$ cat config.mk
export PLATFORM = sky130hd
export DESIGN_NAME = ident_device_flat
export DESIGN_NICKNAME = d
export VERILOG_FILES = /design/src/pkg/ident_pkg.sv /design/src/pkg/ident_if.sv /design/src/rtl/ident_device.sv /design/src/flat_wrapper.sv
export SDC_FILE = /design/constraint.sdc
export NUM_CORES = 1
export LEC_CHECK = 0
export BUFFER_PORTS_ARGS = -buffer_cell sky130_fd_sc_hd__clkbuf_2
export CAP_MARGIN = 20
export CORE_MARGIN = 2
export CORE_UTILIZATION = 47
export DETAILED_ROUTE_END_ITERATION = 6
export PLACE_DENSITY = 0.86
export SYNTH_ARGS = -nofsm -noshare
export SYNTH_HDL_FRONTEND = slang
export SYNTH_SLANG_ARGS = --single-unit
$ cat constraint.sdc
create_clock -name i_clk -period 2.5 [get_ports i_clk]
set_clock_uncertainty 0.1 [all_clocks]
set_input_delay 0.125 -clock i_clk [delete_from_list [all_inputs] [get_ports i_clk]]
set_output_delay 0.125 -clock i_clk [all_outputs]
set_load 0.02 [all_outputs]
$ cat src/pkg/ident_pkg.sv
package ident_pkg;
  // device side: index of each register reached through the link
  localparam int          CMD_W          = 16;
  localparam int          STAT_W         = 32;
  localparam int          HALF_W         = 16;
  localparam int          IDX_W          = 2;
  localparam logic [1:0]  IDX_CUR_CMD    = 2'h0;
  localparam logic [1:0]  IDX_ENC_CMD    = 2'h1;
  localparam logic [1:0]  IDX_STATUS     = 2'h2;
  // command word layout
  localparam int          CMD_SET_BIT    = 0;
  localparam int          CMD_BUSY_BIT   = 8;
  localparam int          CMD_OK_BIT     = 9;
  localparam int          CMD_ERR_BIT    = 10;
  localparam logic [15:0] CMD_RESET      = 16'h0000;
  // status word, per half (high half = encoder command)
  localparam int          ST_SUM_BIT     = 0;
  localparam int          ST_CTL_ON_BIT  = 1;
  localparam int          ST_PWR_OFF_BIT = 2;
  localparam logic [15:0] ST_RESET       = 16'h0000;
  localparam logic [15:0] CUR_FAIL_MASK  = 16'h0018;
  localparam logic [15:0] CUR_REPORT_MSK = 16'h8018;
  localparam logic [15:0] ENC_FAIL_MASK  = 16'h07f8;
  localparam logic [15:0] ENC_REPORT_MSK = 16'h07f8;
  // identified results
  localparam int          GAIN_W         = 32;
  localparam int          TC_W           = 32;
  localparam int          POLES_W        = 8;
  localparam int          OFFS_W         = 16;
  // controller side: plain register port
  localparam int          M_ADDR_W       = 3;
  localparam logic [2:0]  M_CTRL         = 3'h0;
  localparam logic [2:0]  M_CMD          = 3'h1;
  localparam logic [2:0]  M_STAT         = 3'h2;
  localparam logic [2:0]  M_IDENT        = 3'h3;
  localparam logic [2:0]  M_IRQ_STAT     = 3'h4;
  localparam logic [2:0]  M_IRQ_MASK     = 3'h5;
  localparam int          CTRL_PWR_BIT   = 0;
  localparam int          CTRL_CTL_BIT   = 1;
  localparam int          MCMD_CUR_BIT   = 0;
  localparam int          MCMD_ENC_BIT   = 1;
  localparam int          MST_BUSY_BIT   = 0;
  localparam int          MST_WHICH_BIT  = 1;
  localparam int          MST_OK_BIT     = 2;
  localparam int          MST_ERR_BIT    = 3;
  localparam int          MST_C1_BIT     = 4;
  localparam int          IRQ_W          = 5;
  localparam int          IRQ_CUR_OK     = 0;
  localparam int          IRQ_CUR_ERR    = 1;
  localparam int          IRQ_ENC_OK     = 2;
  localparam int          IRQ_ENC_ERR    = 3;
  localparam int          IRQ_REFUSED    = 4;
endpackage

$ cat src/pkg/ident_if.sv
`timescale 1ns/10ps
`default_nettype none
interface ident_if;
  logic [1:0]  addr;
  logic [15:0] wdata;
  logic        wr;
  logic        rd;
  logic [31:0] rdata;
  logic        power_stage_enable_input;
  logic        controller_enable_input;
  logic        class1_diagnostic;

  modport device (
    input  addr,
    input  wdata,
    input  wr,
    input  rd,
    input  power_stage_enable_input,
    input  controller_enable_input,
    output rdata,
    output class1_diagnostic
  );

  modport master (
    output addr,
    output wdata,
    output wr,
    output rd,
    output power_stage_enable_input,
    output controller_enable_input,
    input  rdata,
    input  class1_diagnostic
  );
endinterface
`default_nettype wire

$ cat src/rtl/ident_device.sv
// Added by the designer: the strobed register port and the register offsets.
`timescale 1ns/10ps
`default_nettype none
module ident_device
  import ident_pkg::*;
(
  input  wire logic                i_clk,
  input  wire logic                i_resetn,
  ident_if.device                  bus,
  input  wire logic                i_class1_fault,
  input  wire logic                i_engine_done,
  input  wire logic [HALF_W-1:0]   i_engine_errors,
  input  wire logic [GAIN_W-1:0]   i_cur_gain,
  input  wire logic [TC_W-1:0]     i_cur_time_const,
  input  wire logic [POLES_W-1:0]  i_pole_count,
  input  wire logic [OFFS_W-1:0]   i_enc_offset,
  input  wire logic                i_phase_seq,
  output logic                     o_engine_start,
  output logic                     o_engine_mode,
  output logic                     o_engine_abort,
  output logic                     o_busy,
  output logic [GAIN_W-1:0]        o_cur_gain,
  output logic [TC_W-1:0]          o_cur_time_const,
  output logic [POLES_W-1:0]       o_pole_count,
  output logic [OFFS_W-1:0]        o_enc_offset,
  output logic                     o_phase_seq
);

  typedef enum logic [1:0] {RUN_IDLE, RUN_CUR, RUN_ENC} run_t;

  run_t              state_reg;
  run_t              state_next;
  logic [1:0]        set_reg;
  logic [1:0]        ok_reg;
  logic [1:0]        err_reg;
  logic [HALF_W-1:0] half_reg [2];
  logic [HALF_W-1:0] half_next [2];
  logic [1:0]        set_next;
  logic [1:0]        ok_next;
  logic [1:0]        err_next;
  logic              class1_reg;
  logic [31:0]       rdata_reg;
  logic              start_reg;
  logic              mode_reg;
  logic              abort_reg;
  logic [1:0]        wr_cmd;
  logic [1:0]        start_cmd;
  logic [1:0]        clear_cmd;
  logic [1:0]        run_cmd;
  logic [1:0]        fail_cmd;
  logic [1:0]        done_cmd;
  logic [HALF_W-1:0] fail_mask [2];
  logic [HALF_W-1:0] report_mask [2];
  logic [HALF_W-1:0] pre_half;
  logic              pre_bad;
  logic              pwr_drop;
  logic              eng_idle;
  logic [CMD_W-1:0]  cmd_word [2];
  logic [31:0]       rdata_next;

  assign fail_mask[0]   = CUR_FAIL_MASK;
  assign fail_mask[1]   = ENC_FAIL_MASK;
  assign report_mask[0] = CUR_REPORT_MSK;
  assign report_mask[1] = ENC_REPORT_MSK;

  // start preconditions checked the moment the command is written
  assign pre_bad  = !bus.power_stage_enable_input || bus.controller_enable_input
                    || class1_reg;
  assign eng_idle = (state_reg == RUN_IDLE);
  assign pwr_drop = !eng_idle && !bus.power_stage_enable_input;

  always_comb
  begin
    pre_half                 = ST_RESET;
    pre_half[ST_SUM_BIT]     = pre_bad;
    pre_half[ST_CTL_ON_BIT]  = bus.controller_enable_input;
    pre_half[ST_PWR_OFF_BIT] = !bus.power_stage_enable_input;
  end

  genvar k;
  generate
    for (k = 0; k < 2; k++)
    begin : g_cmd
      logic [HALF_W-1:0] eng_bits;
      logic              eng_fail;

      assign wr_cmd[k]    = bus.wr && (bus.addr == (k == 0 ? IDX_CUR_CMD : IDX_ENC_CMD));
      // a start needs the set bit rising; a repeat write of one is ignored
      assign start_cmd[k] = wr_cmd[k] && bus.wdata[CMD_SET_BIT] && !set_reg[k] && eng_idle;
      assign clear_cmd[k] = wr_cmd[k] && !bus.wdata[CMD_SET_BIT];
      assign run_cmd[k]   = (k == 0) ? (state_reg == RUN_CUR) : (state_reg == RUN_ENC);
      assign eng_bits     = i_engine_errors & report_mask[k];
      assign eng_fail     = |(i_engine_errors & fail_mask[k]);

      // power loss outranks a finish seen in the same cycle
      assign fail_cmd[k]  = (start_cmd[k] && pre_bad)
                            || (run_cmd[k] && !clear_cmd[k] && pwr_drop)
                            || (run_cmd[k] && !clear_cmd[k] && i_engine_done && eng_fail);
      assign done_cmd[k]  = run_cmd[k] && !clear_cmd[k] && !pwr_drop
                            && i_engine_done && !eng_fail;

      always_comb
      begin
        half_next[k] = half_reg[k];
        if (start_cmd[k])
          half_next[k] = pre_bad ? pre_half : ST_RESET;
        else if (run_cmd[k] && !clear_cmd[k] && pwr_drop)
        begin
          half_next[k][ST_PWR_OFF_BIT] = 1'b1;
          half_next[k][ST_SUM_BIT]     = 1'b1;
        end
        else if (run_cmd[k] && !clear_cmd[k] && i_engine_done)
        begin
          half_next[k]             = half_reg[k] | eng_bits;
          half_next[k][ST_SUM_BIT] = eng_fail;
        end
      end

      assign set_next[k] = start_cmd[k] ? 1'b1 : (clear_cmd[k] ? 1'b0 : set_reg[k]);
      assign ok_next[k]  = clear_cmd[k] ? 1'b0 : (ok_reg[k] | done_cmd[k]);
      assign err_next[k] = clear_cmd[k] ? 1'b0 : (err_reg[k] | fail_cmd[k]);

      always_comb
      begin
        cmd_word[k]               = CMD_RESET;
        cmd_word[k][CMD_SET_BIT]  = set_reg[k];
        cmd_word[k][CMD_BUSY_BIT] = run_cmd[k];
        cmd_word[k][CMD_OK_BIT]   = ok_reg[k];
        cmd_word[k][CMD_ERR_BIT]  = err_reg[k];
      end

      always_ff @(posedge i_clk or negedge i_resetn)
      begin
        if (!i_resetn)
        begin
          half_reg[k] <= ST_RESET;
          set_reg[k]  <= 1'b0;
          ok_reg[k]   <= 1'b0;
          err_reg[k]  <= 1'b0;
        end
        else
        begin
          half_reg[k] <= half_next[k];
          set_reg[k]  <= set_next[k];
          ok_reg[k]   <= ok_next[k];
          err_reg[k]  <= err_next[k];
        end
      end
    end
  endgenerate

  always_comb
  begin
    state_next = state_reg;
    case (state_reg)
      RUN_IDLE:
      begin
        if (start_cmd[0] && !pre_bad)
          state_next = RUN_CUR;
        else if (start_cmd[1] && !pre_bad)
          state_next = RUN_ENC;
      end
      RUN_CUR:
      begin
        if (clear_cmd[0] || fail_cmd[0] || done_cmd[0])
          state_next = RUN_IDLE;
      end
      RUN_ENC:
      begin
        if (clear_cmd[1] || fail_cmd[1] || done_cmd[1])
          state_next = RUN_IDLE;
      end
      default:
        state_next = RUN_IDLE;
    endcase
  end

  // status word answers at any time, also mid-run
  always_comb
  begin
    rdata_next = 32'h0000_0000;
    if (bus.rd && bus.addr == IDX_CUR_CMD)
      rdata_next = {16'h0000, cmd_word[0]};
    else if (bus.rd && bus.addr == IDX_ENC_CMD)
      rdata_next = {16'h0000, cmd_word[1]};
    else if (bus.rd && bus.addr == IDX_STATUS)
      rdata_next = {half_reg[1], half_reg[0]};
  end

  always_ff @(posedge i_clk or negedge i_resetn)
  begin
    if (!i_resetn)
    begin
      state_reg  <= RUN_IDLE;
      class1_reg <= 1'b0;
      rdata_reg  <= 32'h0000_0000;
      start_reg  <= 1'b0;
      mode_reg   <= 1'b0;
      abort_reg  <= 1'b0;
    end
    else
    begin
      state_reg  <= state_next;
      class1_reg <= i_class1_fault;
      rdata_reg  <= rdata_next;
      start_reg  <= (start_cmd[0] || start_cmd[1]) && !pre_bad;
      if (start_cmd[1])
        mode_reg <= 1'b1;
      else if (start_cmd[0])
        mode_reg <= 1'b0;
      abort_reg  <= (run_cmd[0] && (clear_cmd[0] || pwr_drop))
                    || (run_cmd[1] && (clear_cmd[1] || pwr_drop));
    end
  end

  // results only replace the stored set on a clean finish
  always_ff @(posedge i_clk or negedge i_resetn)
  begin
    if (!i_resetn)
    begin
      o_cur_gain       <= '0;
      o_cur_time_const <= '0;
      o_pole_count     <= '0;
      o_enc_offset     <= '0;
      o_phase_seq      <= 1'b0;
    end
    else
    begin
      if (done_cmd[0])
      begin
        o_cur_gain       <= i_cur_gain;
        o_cur_time_const <= i_cur_time_const;
      end
      if (done_cmd[1])
      begin
        o_pole_count <= i_pole_count;
        o_enc_offset <= i_enc_offset;
        o_phase_seq  <= i_phase_seq;
      end
    end
  end

  assign bus.rdata             = rdata_reg;
  assign bus.class1_diagnostic = class1_reg;
  assign o_engine_start        = start_reg;
  assign o_engine_mode         = mode_reg;
  assign o_engine_abort        = abort_reg;
  assign o_busy                = !eng_idle;

endmodule
`default_nettype wire

$ cat src/flat_wrapper.sv
// flat-port wrapper written by rule: the top's interface ports become plain ports
module ident_device_flat import ident_pkg::*;
  (i_clk, i_resetn, i_class1_fault, i_engine_done, i_engine_errors, i_cur_gain, i_cur_time_const, i_pole_count, i_enc_offset, i_phase_seq, o_engine_start, o_engine_mode, o_engine_abort, o_busy, o_cur_gain, o_cur_time_const, o_pole_count, o_enc_offset, o_phase_seq, bus_addr, bus_wdata, bus_wr, bus_rd, bus_power_stage_enable_input, bus_controller_enable_input, bus_rdata, bus_class1_diagnostic);
  ident_if bus_i ();
  input  wire logic i_clk;
  input  wire logic i_resetn;
  input  wire logic i_class1_fault;
  input  wire logic i_engine_done;
  input  wire logic [HALF_W-1:0] i_engine_errors;
  input  wire logic [GAIN_W-1:0] i_cur_gain;
  input  wire logic [TC_W-1:0] i_cur_time_const;
  input  wire logic [POLES_W-1:0] i_pole_count;
  input  wire logic [OFFS_W-1:0] i_enc_offset;
  input  wire logic i_phase_seq;
  output logic o_engine_start;
  output logic o_engine_mode;
  output logic o_engine_abort;
  output logic o_busy;
  output logic [GAIN_W-1:0] o_cur_gain;
  output logic [TC_W-1:0] o_cur_time_const;
  output logic [POLES_W-1:0] o_pole_count;
  output logic [OFFS_W-1:0] o_enc_offset;
  output logic o_phase_seq;
  input wire logic [$bits(bus_i.addr)-1:0] bus_addr;
  input wire logic [$bits(bus_i.wdata)-1:0] bus_wdata;
  input wire logic [$bits(bus_i.wr)-1:0] bus_wr;
  input wire logic [$bits(bus_i.rd)-1:0] bus_rd;
  input wire logic [$bits(bus_i.power_stage_enable_input)-1:0] bus_power_stage_enable_input;
  input wire logic [$bits(bus_i.controller_enable_input)-1:0] bus_controller_enable_input;
  output wire logic [$bits(bus_i.rdata)-1:0] bus_rdata;
  output wire logic [$bits(bus_i.class1_diagnostic)-1:0] bus_class1_diagnostic;
  assign bus_i.addr = bus_addr;
  assign bus_i.wdata = bus_wdata;
  assign bus_i.wr = bus_wr;
  assign bus_i.rd = bus_rd;
  assign bus_i.power_stage_enable_input = bus_power_stage_enable_input;
  assign bus_i.controller_enable_input = bus_controller_enable_input;
  assign bus_rdata = bus_i.rdata;
  assign bus_class1_diagnostic = bus_i.class1_diagnostic;
  ident_device u_core (.i_clk(i_clk), .i_resetn(i_resetn), .bus(bus_i), .i_class1_fault(i_class1_fault), .i_engine_done(i_engine_done), .i_engine_errors(i_engine_errors), .i_cur_gain(i_cur_gain), .i_cur_time_const(i_cur_time_const), .i_pole_count(i_pole_count), .i_enc_offset(i_enc_offset), .i_phase_seq(i_phase_seq), .o_engine_start(o_engine_start), .o_engine_mode(o_engine_mode), .o_engine_abort(o_engine_abort), .o_busy(o_busy), .o_cur_gain(o_cur_gain), .o_cur_time_const(o_cur_time_const), .o_pole_count(o_pole_count), .o_enc_offset(o_enc_offset), .o_phase_seq(o_phase_seq));
endmodule
==> impl_results.md <==
- Outcome: finished with violations
- Failing checks: DRC
- Final setup vio count: 0
- Placed cell count: around 740
- Global-route wire length before repair: 25600 um
- Worst slew pin tran: 0.531 ns
- Routed WL: between 15000 and 20000 um
- Clock Sinks: 140
- Multi-input logic area: ~0.0019 sq mm
- CTS max path bufs: 2
- Max_slew headroom: approximately 64%
- First-pass iteration count of the detailed router: 6
- Fin crit share: roughly 95%
- Leakage: about 4.8 nW
- Final ANT Viol Nets: 0
- Synth cell types: between 40 and 50
- Post-synthesis compound-gate area fraction: 3.53%
- Vias per cell: around 5.1
- Post-synthesis sequential area ratio: between 60% and 70%
- Final-layout fill cell count: ~690
- N_diodes: 0
- H-tree Lvls: 4
- Post-Synthesis Cell Area: 0.00560 sq mm
- Starting Density: about half
- Reg area: ~0.0035 sq mm
- Gate Count Post-Synth: between 300 and 400
- Core area: 0.0115 sq mm
- Max-Cap Viols: 0
- # port buffers: approximately 230
- CTS Buf Count: 17
- Part of the power in registers: roughly 45%
- Final Critical Period: 2.36 ns
- Worst-path maximum fanout: 35
- Vias in the first global route: around 4800
- Post-synth ARST share: 100%
- Hold Violations, Final: 0
- CP Class: input pin to flip-flop
- Antenna violations before repair: 0
- Simple-gate area share of the yosys netlist: 7.98%
- Adder-cell area share of the yosys netlist: 0%
- RSZ-0062 raised after global routing: no
- YS warnings: 0
- Number of synthesized flops with an enable pin: 0
- Combinational power share: approximately a tenth
- I/O Pins: 257
- Die Wd: about 110 um
- P&R area growth vs syn: 52.0%
- Share of cells above drive strength 1: roughly half
- Clock power frac: about 46%
- Synth Area in XOR/XNOR: 0%
- Nets: 849
- Reg clk slew, reported paths: approximately 0.06 ns
- Die Y: 113 um
- Residual DRC count: 20
- Initial drt markers: 287
- Routed WL per cell: between 15 and 20 um
- NetSw: around 0.0012 W
- GPL Wtd Cong: around 0.89
- Seq cells post-synth: 140
- Synth Flop Type: dfrtp_1
- Root Buffer Master: clkbuf_16
- Setup crit end kind: flip-flop
- Fmax: around 420 MHz
- CTS tree: yes
- DR vias: 4453
- DP HPWL: 9720 um
- DIE AREA: around 0.013 sq mm
- PD cells: ~640 mW/mm^2
- Largest family of logic cells by synthesized area: multiplexers
- GRT Total Usage: between 20% and 30%
- Syn Area/Cell: 15.0 sq um
- Startpoint class of the critical path: input pin
- Switching Fraction: between 20% and 30%
- Total gr overflow: 0
- P_int: around 0.0042 W
- Critical path required time: between 2 and 3 ns
- Mux share of post-synthesis cell area: around 22%
- Final Max Slew Viols: 0
- Clock latency on the worst-skew pair: between 0.4 and 0.5 ns
- Finished Layout Cells: just under 900
- Post-CTS Setup Inserts: 0
- Total negative slack: 0 ns
- Largest net degree at the start of global routing: 90
- Number of cell rows: 39
- Hold WC Path Type: input pin to flip-flop
- Worst EP arrival: between 2 and 3 ns
- Power consumption: between 0.005 and 0.006 W
- Peak supply drop: 472 uV
## power by group through the flow
stage          Combinational (W)  Sequential (W)  Clock (W)
3_3_place_gp            0.000365         0.00244          0
2_1_floorplan           0.000133         0.00247          0
3_5_place_dp            0.000377         0.00244          0
6_report                0.000524         0.00241    0.00248
5_1_grt                 0.000565         0.00241    0.00261
4_1_cts                 0.000514         0.00240    0.00250
## per-stage QoR
| stage | cell area, sq um | worst slack (ns) | util (%) | hold WS [ns] |
|---|---|---|---|---|
| floorplan | 5600 | 0.532 | - | -0.271 |
| global placement | 6850 | 0.353 | 59.5 | -0.129 |
| detailed placement | 6850 | 0.329 | 59.5 | -0.127 |
| CTS | 8510 | 0.231 | 73.9 | 0.0328 |
| global route | 8510 | 0.0802 | 73.9 | 0.0754 |
| finish | 8510 | 0.137 | 73.9 | 0.0552 |
## Yosys cell counts (2+ instances only)
cell        n  area share [%]
a21boi_0    3            0.40
a21o_1      3            0.40
a21oi_1    16             1.4
and2_1     17             1.9
and3_1      3            0.34
buf_2       2            0.18
buf_4      11             1.5
buf_6       9             1.8
clkbuf_1    3            0.20
dfrtp_1   140              63
inv_1       4            0.27
mux2_1     14             2.8
mux2_2     26             5.2
mux2_4     49              13
mux2i_1     4            0.72
nand2_1    17             1.1
nand2b_1    2            0.22
nand3_1     5            0.45
nor2_1     18             1.2
nor4_1      2            0.22
o21ai_0     2            0.18
o22ai_1     2            0.22
## area by class of cell
class	instances	share of cell area [%]
clock inverters	11	1.38
repair buffers	349	27.6
clock buffers	21	5.53
flip-flops and latches	140	41.2
multi-input cells	206	22.1
well taps	143	2.10
inverters	4	0.176
## logic make-up (layout without fill, tap and decap cells)
logic type      after synthesis  in the layout
flops                       140            140
mux                          93             93
simple gates                 79             79
compound gates               32             32
buf+inv                      29            385
other cells                   1              2
## cell usage in the layout, fill, tap and decap left out, types with 3 or more instances in the layout
master / n
buf_4: 5
mux2i_1: 4
clkbuf_16: 17
inv_1: 4
buf_12: 3
mux2_4: 49
clkinv_2: 5
and2_1: 17
nand3_1: 5
dlygate4sd3_1: 107
mux2_1: 14
and3_1: 3
dfrtp_1: 140
mux2_2: 26
a21boi_0: 3
nand2_1: 17
clkbuf_8: 3
clkbuf_2: 233
nor2_1: 18
a21oi_1: 16
a21o_1: 3
## final timing paths
kind,startpoint,cells after the start,end,slack [ns]
setup / recovery,bus_wdata[0],7,u_core.o_cur_gain[11],0.14
hold / removal,bus_addr[1],4,u_core.o_engine_start,0.06
setup reg to reg,u_core.state_reg[1],5,u_core.o_cur_gain[27],0.42
hold reg to reg,u_core.half_reg[2],1,u_core.half_reg[2],0.37
max in group asynchronous,i_resetn,4,u_core.o_cur_time_const[21],0.80
min in group asynchronous,i_resetn,3,u_core.o_cur_gain[0],0.57
## layer usage
layer	vias up	track usage (%)	routed length, um
met5	-	0	0
met4	0	14.3	705
met3	50	7.02	1080
met2	205	47.3	8800
met1	2227	28.1	5880
li1	1971	-	-
## critical path, stage by stage
cell           delay (ns)
dlygate4sd3_1        0.57
clkbuf_2             0.17
or4b_1               0.71
nand2_4              0.16
or4_4                0.16
buf_12               0.25
mux2_2               0.38
## timing repair
action / in CTS / in global routing
gates resized for setup: 0 / 0
hold buffers: 107 / 0
endpoints found under the hold margin: 250 / 0
(Power assumes the default switching activity.)
